**src/verilog/epm_pkg.sv**
```systemverilog
// package: widths, idle pin levels and owner states of the external bus pin mux
package epm_pkg;
   // ****************************************
   // bus widths
   // ****************************************
   localparam int ADDR_W = 23; // external address pins
   localparam int DATA_W = 32; // full data bus
   localparam int HALF_W = 16; // static data width
   localparam int CS_W = 8; // chip-select lines
   localparam int SD_ADDR_W = 13; // sdram controller address
   localparam int MASK_W = 4; // sdram byte masks

   // ****************************************
   // idle and reset levels
   // ****************************************
   localparam logic [CS_W-1:0] CS_IDLE = 8'hFF; // no chip selected
   localparam logic STROBE_OFF = 1'h1; // active-low strobe released
   localparam logic [ADDR_W-1:0] ADDR_IDLE = 23'h000000; // address parked
   localparam logic [DATA_W-1:0] DATA_IDLE = 32'h00000000; // data parked
   localparam logic [HALF_W-1:0] HALF_ZERO = 16'h0000; // unused upper half

   // ****************************************
   // pin ownership states, one-hot
   // ****************************************
   typedef enum logic [2:0] {
      OWN_IDLE = 3'h1,
      OWN_STATIC = 3'h2,
      OWN_SDRAM = 3'h4
   } epm_own_state_t;
endpackage

```
**src/verilog/epm_own_if.sv**
```systemverilog
// interface: access requests and pin grants between the mux and its owner arbiter
interface epm_own_if;
   logic staticReq; // static controller holds an access
   logic sdramReq; // sdram controller holds an access
   logic staticGrant; // static controller owns the pins
   logic sdramGrant; // sdram controller owns the pins
   modport arb (input staticReq, input sdramReq, output staticGrant, output sdramGrant);
   modport user (output staticReq, output sdramReq, input staticGrant, input sdramGrant);
endinterface

```
**src/verilog/epm_owner_arb.sv**
```systemverilog
// module: decides which memory controller owns the shared external pins
module epm_owner_arb (
   input wire logic core_clk,
   input wire logic rstn,
   epm_own_if.arb own
);
   epm_pkg::epm_own_state_t state; // current owner
   epm_pkg::epm_own_state_t next_state; // owner for next cycle

   // ownership passes through idle, so a new owner never cuts into an access
   always_comb begin
      next_state = state;
      case (state)
         epm_pkg::OWN_IDLE: begin
            // sdram first: refresh cannot wait behind a slow static device
            if (own.sdramReq) begin
               next_state = epm_pkg::OWN_SDRAM;
            end else if (own.staticReq) begin
               next_state = epm_pkg::OWN_STATIC;
            end
         end
         epm_pkg::OWN_STATIC: begin
            // release only when the whole access is done
            if (!own.staticReq) begin
               next_state = epm_pkg::OWN_IDLE;
            end
         end
         epm_pkg::OWN_SDRAM: begin
            if (!own.sdramReq) begin
               next_state = epm_pkg::OWN_IDLE;
            end
         end
         default: begin
            next_state = epm_pkg::OWN_IDLE;
         end
      endcase
   end

   // state register
   always_ff @(posedge core_clk or negedge rstn) begin
      if (!rstn) begin
         state <= epm_pkg::OWN_IDLE;
      end else begin
         state <= next_state;
      end
   end

   // grants decode straight from the one-hot state bits
   assign own.staticGrant = state[1];
   assign own.sdramGrant = state[2];
endmodule

```
**src/verilog/epm_pin_mux.sv**
```systemverilog
// module: shares external bus pins between the static and sdram controllers
// Notes on behaviour
// 16/32-bit data, 23 address, eight selects
// eight devices, each own active-low select
// owning controller drives each shared pin
// sdram address remapped; upper data sdram only
// sdram select on second chip-select pin
// sdram row, column, write strobes active-low
// sdram address bit ten on own pin
// nand command latch on address pin 22
// nand address latch on address pin 21
// dedicated active-low nand read, write strobes
// nand select on fourth chip-select pin
// card direction on first select, high read
// card io read on upper-byte strobe pin
// card io write on byte mask three
// two card selects on static select pins
// single owner, swaps between accesses, idle quiet
// external wait stretches static or card access
module epm_pin_mux (
   input wire logic core_clk,
   input wire logic rstn,
   // ****************************************
   // static controller side
   // ****************************************
   input wire logic staticReq,
   input wire logic [22:0] staticAddr,
   input wire logic [7:0] staticSelN,
   input wire logic staticReadN,
   input wire logic [1:0] byteWriteStrobeN,
   input wire logic [15:0] staticDataOut,
   input wire logic staticDataOe,
   input wire logic nandMode,
   input wire logic nandCmdLatchN,
   input wire logic nandAddrLatchN,
   input wire logic nandReadInN,
   input wire logic nandWriteInN,
   input wire logic cardMode,
   input wire logic cardDir,
   input wire logic cardIoReadInN,
   input wire logic cardIoWriteInN,
   output logic staticGrant,
   output logic staticWaitN,
   // ****************************************
   // sdram controller side
   // ****************************************
   input wire logic sdramReq,
   input wire logic [12:0] sdramAddr,
   input wire logic [1:0] sdramBank,
   input wire logic sdramSelN,
   input wire logic sdramRasN,
   input wire logic sdramCasN,
   input wire logic sdramWriteInN,
   input wire logic sdramClkEnIn,
   input wire logic [3:0] byteMaskN,
   input wire logic [31:0] sdramDataOut,
   input wire logic sdramDataOe,
   input wire logic busWide32,
   output logic sdramGrant,
   output logic [31:0] readData,
   // ****************************************
   // external pins
   // ****************************************
   output logic [22:0] addrPin,
   output logic [7:0] chipSelectN,
   output logic readStrobeN,
   output logic writeStrobeN,
   output logic upperStrobeN,
   output logic byteMask3N,
   output logic nandReadN,
   output logic nandWriteN,
   output logic rasN,
   output logic casN,
   output logic sdramWriteN,
   output logic sdramClkEn,
   output logic sdramAddrBit10,
   input wire logic [31:0] dataIn,
   output logic [31:0] dataOut,
   output logic dataOeLo,
   output logic dataOeHi,
   input wire logic extWaitN
);
   // ****************************************
   // ownership
   // ****************************************
   epm_own_if own (); // request and grant bundle
   logic isStatic; // static controller owns pins this cycle
   logic isSdram; // sdram controller owns pins this cycle
   logic isNand; // static owner in nand mode
   logic isCard; // static owner in card mode

   assign own.staticReq = staticReq;
   assign own.sdramReq = sdramReq;

   epm_owner_arb u_arb (
      .core_clk(core_clk),
      .rstn(rstn),
      .own(own)
   );

   assign isStatic = own.staticGrant;
   assign isSdram = own.sdramGrant;
   assign isNand = isStatic && nandMode;
   assign isCard = isStatic && cardMode;

   // ****************************************
   // next pin values, selected by owner
   // ****************************************
   logic [22:0] next_addrPin;
   logic [22:0] staticAddrMux; // static address with nand latches
   logic [22:0] sdramAddrMux; // sdram address as it lies on the pins
   logic [7:0] next_chipSelectN;
   logic [7:0] staticSelMux; // static selects with card direction
   logic next_upperStrobeN;
   logic next_byteMask3N;
   logic [31:0] next_dataOut;

   // nand latches replace the two top address bits
   assign staticAddrMux = {isNand ? nandCmdLatchN : staticAddr[22],
                           isNand ? nandAddrLatchN : staticAddr[21],
                           staticAddr[20:0]};
   // column/row bits 9..0 on 11..2, 12..11 on 14..13, banks on 17..16, masks 2 and 0 low
   assign sdramAddrMux = {5'h00, sdramBank, 1'h0, sdramAddr[12:11], 1'h0,
                          sdramAddr[9:0], byteMaskN[2], byteMaskN[0]};
   assign next_addrPin = isSdram ? sdramAddrMux :
                         isStatic ? staticAddrMux : epm_pkg::ADDR_IDLE;

   // first select turns into card direction, high meaning read
   assign staticSelMux = {staticSelN[7:1], isCard ? cardDir : staticSelN[0]};
   // one low select per device; card and nand selects ride on static lines
   assign next_chipSelectN = isSdram ? {6'h3F, sdramSelN, 1'h1} :
                             isStatic ? staticSelMux : epm_pkg::CS_IDLE;

   // upper byte write, sdram mask 1, card io read share one pin
   assign next_upperStrobeN = isSdram ? byteMaskN[1] :
                              isCard ? cardIoReadInN :
                              isStatic ? byteWriteStrobeN[1] : epm_pkg::STROBE_OFF;
   // sdram mask 3 and card io write share one pin
   assign next_byteMask3N = isSdram ? byteMaskN[3] :
                            isCard ? cardIoWriteInN : epm_pkg::STROBE_OFF;
   // static device only reaches the lower half of the data bus
   assign next_dataOut = isSdram ? sdramDataOut :
                         isStatic ? {epm_pkg::HALF_ZERO, staticDataOut} :
                         epm_pkg::DATA_IDLE;

   // ****************************************
   // pin registers
   // ****************************************
   // address, selects and shared strobes; all released under reset
   always_ff @(posedge core_clk or negedge rstn) begin
      if (!rstn) begin
         addrPin <= epm_pkg::ADDR_IDLE;
         chipSelectN <= epm_pkg::CS_IDLE;
         upperStrobeN <= epm_pkg::STROBE_OFF;
         byteMask3N <= epm_pkg::STROBE_OFF;
         readStrobeN <= epm_pkg::STROBE_OFF;
         writeStrobeN <= epm_pkg::STROBE_OFF;
      end else begin
         addrPin <= next_addrPin;
         chipSelectN <= next_chipSelectN;
         upperStrobeN <= next_upperStrobeN;
         byteMask3N <= next_byteMask3N;
         readStrobeN <= isStatic ? staticReadN : epm_pkg::STROBE_OFF;
         writeStrobeN <= isStatic ? byteWriteStrobeN[0] : epm_pkg::STROBE_OFF;
      end
   end

   // dedicated nand and sdram lines; all but clock enable idle when their controller is not owner
   always_ff @(posedge core_clk or negedge rstn) begin
      if (!rstn) begin
         nandReadN <= epm_pkg::STROBE_OFF;
         nandWriteN <= epm_pkg::STROBE_OFF;
         rasN <= epm_pkg::STROBE_OFF;
         casN <= epm_pkg::STROBE_OFF;
         sdramWriteN <= epm_pkg::STROBE_OFF;
         sdramAddrBit10 <= 1'h0;
         sdramClkEn <= 1'h0;
      end else begin
         nandReadN <= isNand ? nandReadInN : epm_pkg::STROBE_OFF;
         nandWriteN <= isNand ? nandWriteInN : epm_pkg::STROBE_OFF;
         rasN <= isSdram ? sdramRasN : epm_pkg::STROBE_OFF;
         casN <= isSdram ? sdramCasN : epm_pkg::STROBE_OFF;
         sdramWriteN <= isSdram ? sdramWriteInN : epm_pkg::STROBE_OFF;
         sdramAddrBit10 <= isSdram && sdramAddr[10];
         // clock enable is not shared, so self refresh holds across owners
         sdramClkEn <= sdramClkEnIn;
      end
   end

   // data lanes, grants and returns to the controllers
   always_ff @(posedge core_clk or negedge rstn) begin
      if (!rstn) begin
         dataOut <= epm_pkg::DATA_IDLE;
         dataOeLo <= 1'h0;
         dataOeHi <= 1'h0;
         readData <= epm_pkg::DATA_IDLE;
         staticWaitN <= epm_pkg::STROBE_OFF;
         staticGrant <= 1'h0;
         sdramGrant <= 1'h0;
      end else begin
         dataOut <= next_dataOut;
         dataOeLo <= (isSdram && sdramDataOe) || (isStatic && staticDataOe);
         dataOeHi <= isSdram && sdramDataOe && busWide32;
         readData <= dataIn;
         // wait only matters to the static side; it stretches its strobes
         staticWaitN <= extWaitN;
         staticGrant <= isStatic;
         sdramGrant <= isSdram;
      end
   end
endmodule

```
**config.mk**
```make
export PLATFORM = sky130hd
export DESIGN_NAME = epm_pin_mux
export DESIGN_NICKNAME = d
export VERILOG_FILES = /design/src/verilog/epm_pkg.sv /design/src/verilog/epm_own_if.sv /design/src/verilog/epm_owner_arb.sv /design/src/verilog/epm_pin_mux.sv
export SDC_FILE = /design/constraint.sdc
export NUM_CORES = 1
export LEC_CHECK = 0
export BUFFER_PORTS_ARGS = -buffer_cell sky130_fd_sc_hd__buf_2
export CELL_PAD_IN_SITES_DETAIL_PLACEMENT = 2
export CELL_PAD_IN_SITES_GLOBAL_PLACEMENT = 2
export CORE_MARGIN = 4
export CORE_UTILIZATION = 27
export CTS_BUF_LIST = sky130_fd_sc_hd__clkbuf_4
export CTS_CLUSTER_SIZE = 16
export DETAILED_ROUTE_END_ITERATION = 7
export MAX_ROUTING_LAYER = met4
export PLACE_DENSITY = 0.87
export SLEW_MARGIN = 40
export SYNTH_ARGS = -nofsm -noshare
export SYNTH_HDL_FRONTEND = slang
export SYNTH_SLANG_ARGS = --single-unit
export TNS_END_PERCENT = 5
```
**constraint.sdc**
```tcl
create_clock -name core_clk -period 2 [get_ports core_clk]
set_input_delay 0.2 -clock core_clk [delete_from_list [all_inputs] [get_ports core_clk]]
set_output_delay 0.2 -clock core_clk [all_outputs]
set_load 0.02 [all_outputs]
```
==> flow_summary.json, run 1 <==
{
  "synthSimpleGateAreaFrac_pct": 8.57,
  "start_util_pct": 27.7,
  "syn_area_per_cell_um2": 16.3,
  "synth_mux_area_share_pct": 1.09,
  "ys_seq_area_share_pct": 78.5,
  "std_cell_rows": 42,
  "cts.path.max_buffers": 2,
  "io_buffer_count": 265,
  "synth_seq_cells": 114,
  "gp_congestion": 0.853,
  "die_y_um": 124,
  "ys_warn_count": 0,
  "cts_resized": 0,
  "syn_inst": 225,
  "yosysUniqueCellTypes": 25,
  "firstError": "[ERROR RSZ-0060] Max buffer count reached.",
  "cts_buffers": 17,
  "clkSinkCount": 114,
  "hold_buffers": 139,
  "place.detailed.hpwl_um": 10300,
  "synth_area_um2": 3660,
  "cts_root_buf": "clkbuf_4",
  "stop_stage": "clock tree synthesis",
  "synth-xor-area-share_pct": 0.239,
  "die-width_um": 124,
  "dpl_cell_area_um2": 5180,
  "netlist.area_leader.share_pct": 64.9,
  "synth_top_family_by_area": "compound AO/OA/AOI/OAI gates",
  "cts_max_level": 4,
  "outcome": "stopped before the end",
  "post-cts-setup-buffer-count": 0,
  "ioPinCount": 266,
  "synth_top_area_cell": "dfrtp_1",
  "synthAdderAreaFrac_pct": 0,
  "synth-compound-area-share_pct": 8.85,
  "synthTopCellsByArea": "dfrtp_1 65%, dfstp_2 14%, a22o_1 7.7%",
  "synth_fp_nets": 380
}
## cells in the mapped netlist
cell / n
a21oi_1: 3
a22o_1: 32
a311oi_2: 1
a32oi_1: 1
and2_1: 22
and3_1: 1
buf_2: 2
buf_4: 5
buf_6: 2
clkbuf_1: 4
dfrtp_1: 95
dfstp_2: 19
inv_1: 4
mux2i_1: 4
nand2_1: 3
nand2b_1: 12
nand3b_1: 2
nor2_1: 4
nor2b_1: 1
nor2b_2: 1
nor3b_1: 3
nor4_1: 1
nor4bb_1: 1
o21ai_0: 1
xnor2_1: 1
## metrics by stage
| stage | hold WS (ns) | setup slack, ns | util (%) | cells |
|---|---|---|---|---|
| floorplan | -0.0956 | 0.884 | - | 225 |
| global placement | 0.306 | 0.580 | 39.1 | 658 |
| detailed placement | 0.309 | 0.498 | 39.1 | 658 |
## cell families after synthesis
kind of cell | after synthesis
AOI/OAI and AO/OA | 38
xor gates and xnor gates | 1
buffers and inverters | 17
DFF | 114
muxes | 4
and+or+nand+nor | 51
==> inputs of run 2 (changes only) <==
- CELL_PAD_IN_SITES_DETAIL_PLACEMENT: 2 -> unset
- CELL_PAD_IN_SITES_GLOBAL_PLACEMENT: 2 -> unset
- CORE_UTILIZATION: 27 -> 30
- CTS_BUF_LIST: sky130_fd_sc_hd__clkbuf_4 -> unset
- CTS_CLUSTER_SIZE: 16 -> unset
- MAX_ROUTING_LAYER: met4 -> unset
- PLACE_DENSITY: 0.87 -> unset
- PLACE_DENSITY_LB_ADDON: unset -> 0.15
==> run 2 against run 1 <==
The run now ends clean. Synthesized area unchanged. Synthesized cell count unchanged.
==> flow_summary.json, run 2 <==
{
  "synth_top_area_cell": "dfrtp_1",
  "postRouteAntennaNets": 0,
  "synth_fp_nets": 380,
  "final_cell_mix": "264 x buf_2, 94 x dfrtp_1, 89 x dlygate4sd3_1",
  "crit_required_ns": 1.80,
  "critPathKind": "flip-flop to output pin",
  "worst_hold_slack_ns": 0.0147,
  "gp_congestion": 0.708,
  "std_cell_rows": 40,
  "crit_fanout": 1,
  "netlist.area_leader.share_pct": 64.9,
  "layout_commonest_cell": "buf_2",
  "cts_buffers": 17,
  "synth_seq_cells": 114,
  "synthTopCellsByArea": "dfrtp_1 65%, dfstp_2 14%, a22o_1 7.7%",
  "syn_inst": 225,
  "tritoncts": "yes",
  "crit_cells": 1,
  "drc": 0,
  "post-cts-setup-buffer-count": 0,
  "p_leak_nw": 3.48,
  "start_util_pct": 30.6,
  "cpMaxStageDelayCell": "dfstp_2",
  "die_y_um": 119,
  "finalSetupTns_ns": 0,
  "outcome": "finished, final reports clean",
  "path_buf_inv": 1,
  "rsz0062_at_grt": "false",
  "reg2reg_from": "u_arb.state[2]$_DFFE_PN0P_",
  "reg2reg_depth": 3,
  "crit_path_start_kind": "flip-flop",
  "ioPinCount": 266,
  "ir_worst_vdd_mv": 0.592,
  "ys.flop_type": "dfrtp_1",
  "drive_above_1_share_pct": 54.0,
  "cts_root_buf": "clkbuf_16",
  "holdPathEnd": "dataOut[28]$_DFF_PN0_",
  "wl_um": 11200,
  "die-width_um": 119,
  "path_cells": "buf_2",
  "synth_area_um2": 3660,
  "vias": 3188,
  "hold_class": "input pin to flip-flop",
  "cts_max_level": 4,
  "synth_edf_count": 0,
  "grt_pass1_vias": 3589,
  "fmax_mhz": 784,
  "diodes": 0,
  "ys_seq_area_share_pct": 78.5,
  "synth.most_common_cell": "dfrtp_1",
  "fin_skew_ns": 0.00791,
  "first_iter_violations": 126,
  "gr-total-overflow": 0,
  "io_buffer_count": 265,
  "crit_path_end_kind": "output pin",
  "maxCapViolCount": 0,
  "synthTopCellsByCount": "95 x dfrtp_1, 32 x a22o_1, 22 x and2_1, 19 x dfstp_2, 12 x nand2b_1",
  "final-setup-viol-count": 0,
  "critPathTopFamily": "flip-flops",
  "slew_headroom_pct": 64.9,
  "place.detailed.hpwl_um": 7850,
  "core-area_um2": 12000,
  "via_per_inst": 4.23,
  "antenna_found_initial": 0,
  "syn_area_per_cell_um2": 16.3,
  "tightest_slew_ns": 0.527,
  "clkTransAtPathRegs_ns": 0.05,
  "cpPeakStageDelay_ns": 0.51,
  "grt_pass1_wl_um": 18000,
  "post-route-period-util_pct": 63.7,
  "reg_top3": "dataOut (32), readData (32), addrPin (23)",
  "grt_use_total_pct": 16.5,
  "ys_warn_count": 0,
  "yosysUniqueCellTypes": 25,
  "cts.path.max_buffers": 2,
  "grt_max_degree": 42,
  "fin_util_pct": 55.8,
  "r2r_end": "u_arb.state[0]$_DFFE_PN1P_",
  "holdPathStages": 2,
  "finalCriticalPeriod_ns": 1.27,
  "clock_latency_ns": 0.40,
  "p_total_w": 0.00813,
  "async_reset_ff_share_pct": 100,
  "clkSinkCount": 114,
  "worstHoldStart": "sdramDataOut[28]",
  "fin_nets": 748,
  "powerDensity_nw_per_um2": 1220,
  "die_area_um2": 14000,
  "reg2reg_slack_ns": 0.75,
  "cp.arrival_ns": 1.07,
  "post_drt_wl_per_cell_um": 14.8,
  "first_pass_iters": 4,
  "slew_viol_final": 0,
  "hold_viol": 0,
  "area_growth_pct": 82.0
}
run 2: timing repair:
action                                  in CTS  in global routing
endpoints found under the setup margin       0                  0
resized for setup                            0                  0
hold endpoints to repair                   114                  0
hold buffers                                89                  0
run 2: metrics by stage:
stage	instances	instance area, um2	setup slack [ns]
finish	753	6670	0.725
global route	753	6670	0.664
CTS	753	6670	0.683
detailed placement	632	5170	0.757
global placement	632	5170	0.786
floorplan	225	3660	0.884
run 2: area by class of cell:
type / instances / area, um2
timing repair buffer: 362 / 2290
multi-input combinational: 94 / 692
clock buffer: 17 / 425
clock inverter: 15 / 183
tap: 147 / 184
inverter: 4 / 15.0
sequential: 114 / 2880
fill: 998 / 5290
run 2: routing by layer:
metal | vias up | global-route usage [%] | wire, um
li1 | 1496 | - | -
met1 | 1502 | 18.3 | 4290
met2 | 170 | 28.0 | 5600
met3 | 20 | 6.70 | 1050
met4 | 0 | 6.66 | 234
met5 | - | 0 | 0
run 2: logic make-up (layout without fill, tap and decap cells):
| group | count (synthesis) | count (layout) | synth area share (%) |
|---|---|---|---|
| multiplexers | 4 | 4 | 1.09 |
| AO/OA/AOI/OAI | 38 | 38 | 8.85 |
| AND/OR/NAND/NOR | 51 | 51 | 8.57 |
| buffers and inverters | 17 | 398 | 2.73 |
| XOR/XNOR | 1 | 1 | 0.239 |
| flip-flops | 114 | 114 | 78.5 |
run 2: worst max path at each step:
stage,endpoint,from,slack (ns)
floorplan,u_arb.state[0]$_DFFE_PN1P_,u_arb.state[1]$_DFFE_PN0P_,0.88
global placement,chipSelectN[1]$_DFF_PN1_,u_arb.state[2]$_DFFE_PN0P_,0.79
detailed placement,u_arb.state[0]$_DFFE_PN1P_,u_arb.state[2]$_DFFE_PN0P_,0.76
CTS,chipSelectN[0],chipSelectN[0]$_DFF_PN1_,0.68
global route,u_arb.state[0]$_DFFE_PN1P_,u_arb.state[2]$_DFFE_PN0P_,0.66
finish,staticWaitN,staticWaitN$_DFF_PN1_,0.73
run 2: report_power, final:
| part | internal (W) | switching (W) | total (W) | leakage [nW] |
|---|---|---|---|---|
| clock | 0.00197 | 0.00106 | 0.00302 | 0.286 |
| combinational | 0.000868 | 0.00125 | 0.00212 | 1.78 |
| sequential | 0.00282 | 0.000175 | 0.00299 | 1.41 |
| total | 0.00565 | 0.00248 | 0.00813 | 3.48 |
Note: power is estimated with default switching activity, not from simulation.
==> inputs of run 3 (changes only) <==
- clock period: 2 -> 1.3 ns (I/O delays scaled with it)
==> run 3 against run 2 <==
The flow now stops in clock tree synthesis. Synthesized area is the same. Synthesized cell count did not move.
==> flow_summary.json, run 3 <==
{
  "synth_area_um2": 3660,
  "io_buffer_count": 265,
  "cts_buffers": 17,
  "cts_root_buf": "clkbuf_16",
  "synth.most_common_cell": "dfrtp_1",
  "stop_stage": "clock tree synthesis",
  "die-width_um": 119,
  "std_cell_rows": 40,
  "ys_warn_count": 0,
  "netlist.area_leader.share_pct": 64.9,
  "async_reset_ff_share_pct": 100,
  "synth_top_area_cell": "dfrtp_1",
  "cts_resized": 0,
  "outcome": "stopped before the end",
  "start_util_pct": 30.6,
  "gp_congestion": 0.709,
  "synth-xor-area-share_pct": 0.239,
  "die_y_um": 119,
  "clkSinkCount": 114,
  "synth_fp_nets": 380,
  "place.detailed.hpwl_um": 7880,
  "yosysUniqueCellTypes": 25,
  "syn_inst": 225,
  "synth_mux_area_share_pct": 1.09,
  "ioPinCount": 266,
  "synthTopCellsByCount": "95 x dfrtp_1, 32 x a22o_1, 22 x and2_1, 19 x dfstp_2, 12 x nand2b_1",
  "cts.path.max_buffers": 2,
  "hold_buffers": 134,
  "synthSimpleGateAreaFrac_pct": 8.57,
  "synthAdderAreaFrac_pct": 0,
  "cts_max_level": 4,
  "post-cts-setup-buffer-count": 0,
  "synth-compound-area-share_pct": 8.85,
  "firstError": "[ERROR RSZ-0060] Max buffer count reached.",
  "synth_seq_cells": 114,
  "synth_top_family_by_area": "compound AO/OA/AOI/OAI gates",
  "ys_seq_area_share_pct": 78.5,
  "syn_area_per_cell_um2": 16.3,
  "synthTopCellsByArea": "dfrtp_1 65%, dfstp_2 14%, a22o_1 7.7%",
  "synth_edf_count": 0,
  "ys.flop_type": "dfrtp_1",
  "dpl_worst_slack_ns": 0.138
}
-- run 3: cell counts after synthesis --
Identical to the previous run, type by type.
-- run 3: per-stage QoR --
| step | cells | cell area, um2 | hold slack, ns |
|---|---|---|---|
| 2_1_floorplan | 225 | 3660 | -0.166 |
| 3_3_place_gp | 633 | 5200 | 0.0794 |
| 3_5_place_dp | 633 | 5200 | 0.0820 |
-- run 3: cells by family after synthesis --
kind of cell	count (synthesis)
muxes	4
and+or+nand+nor	51
DFF	114
xor gates and xnor gates	1
AOI/OAI and AO/OA	38
buffers and inverters	17
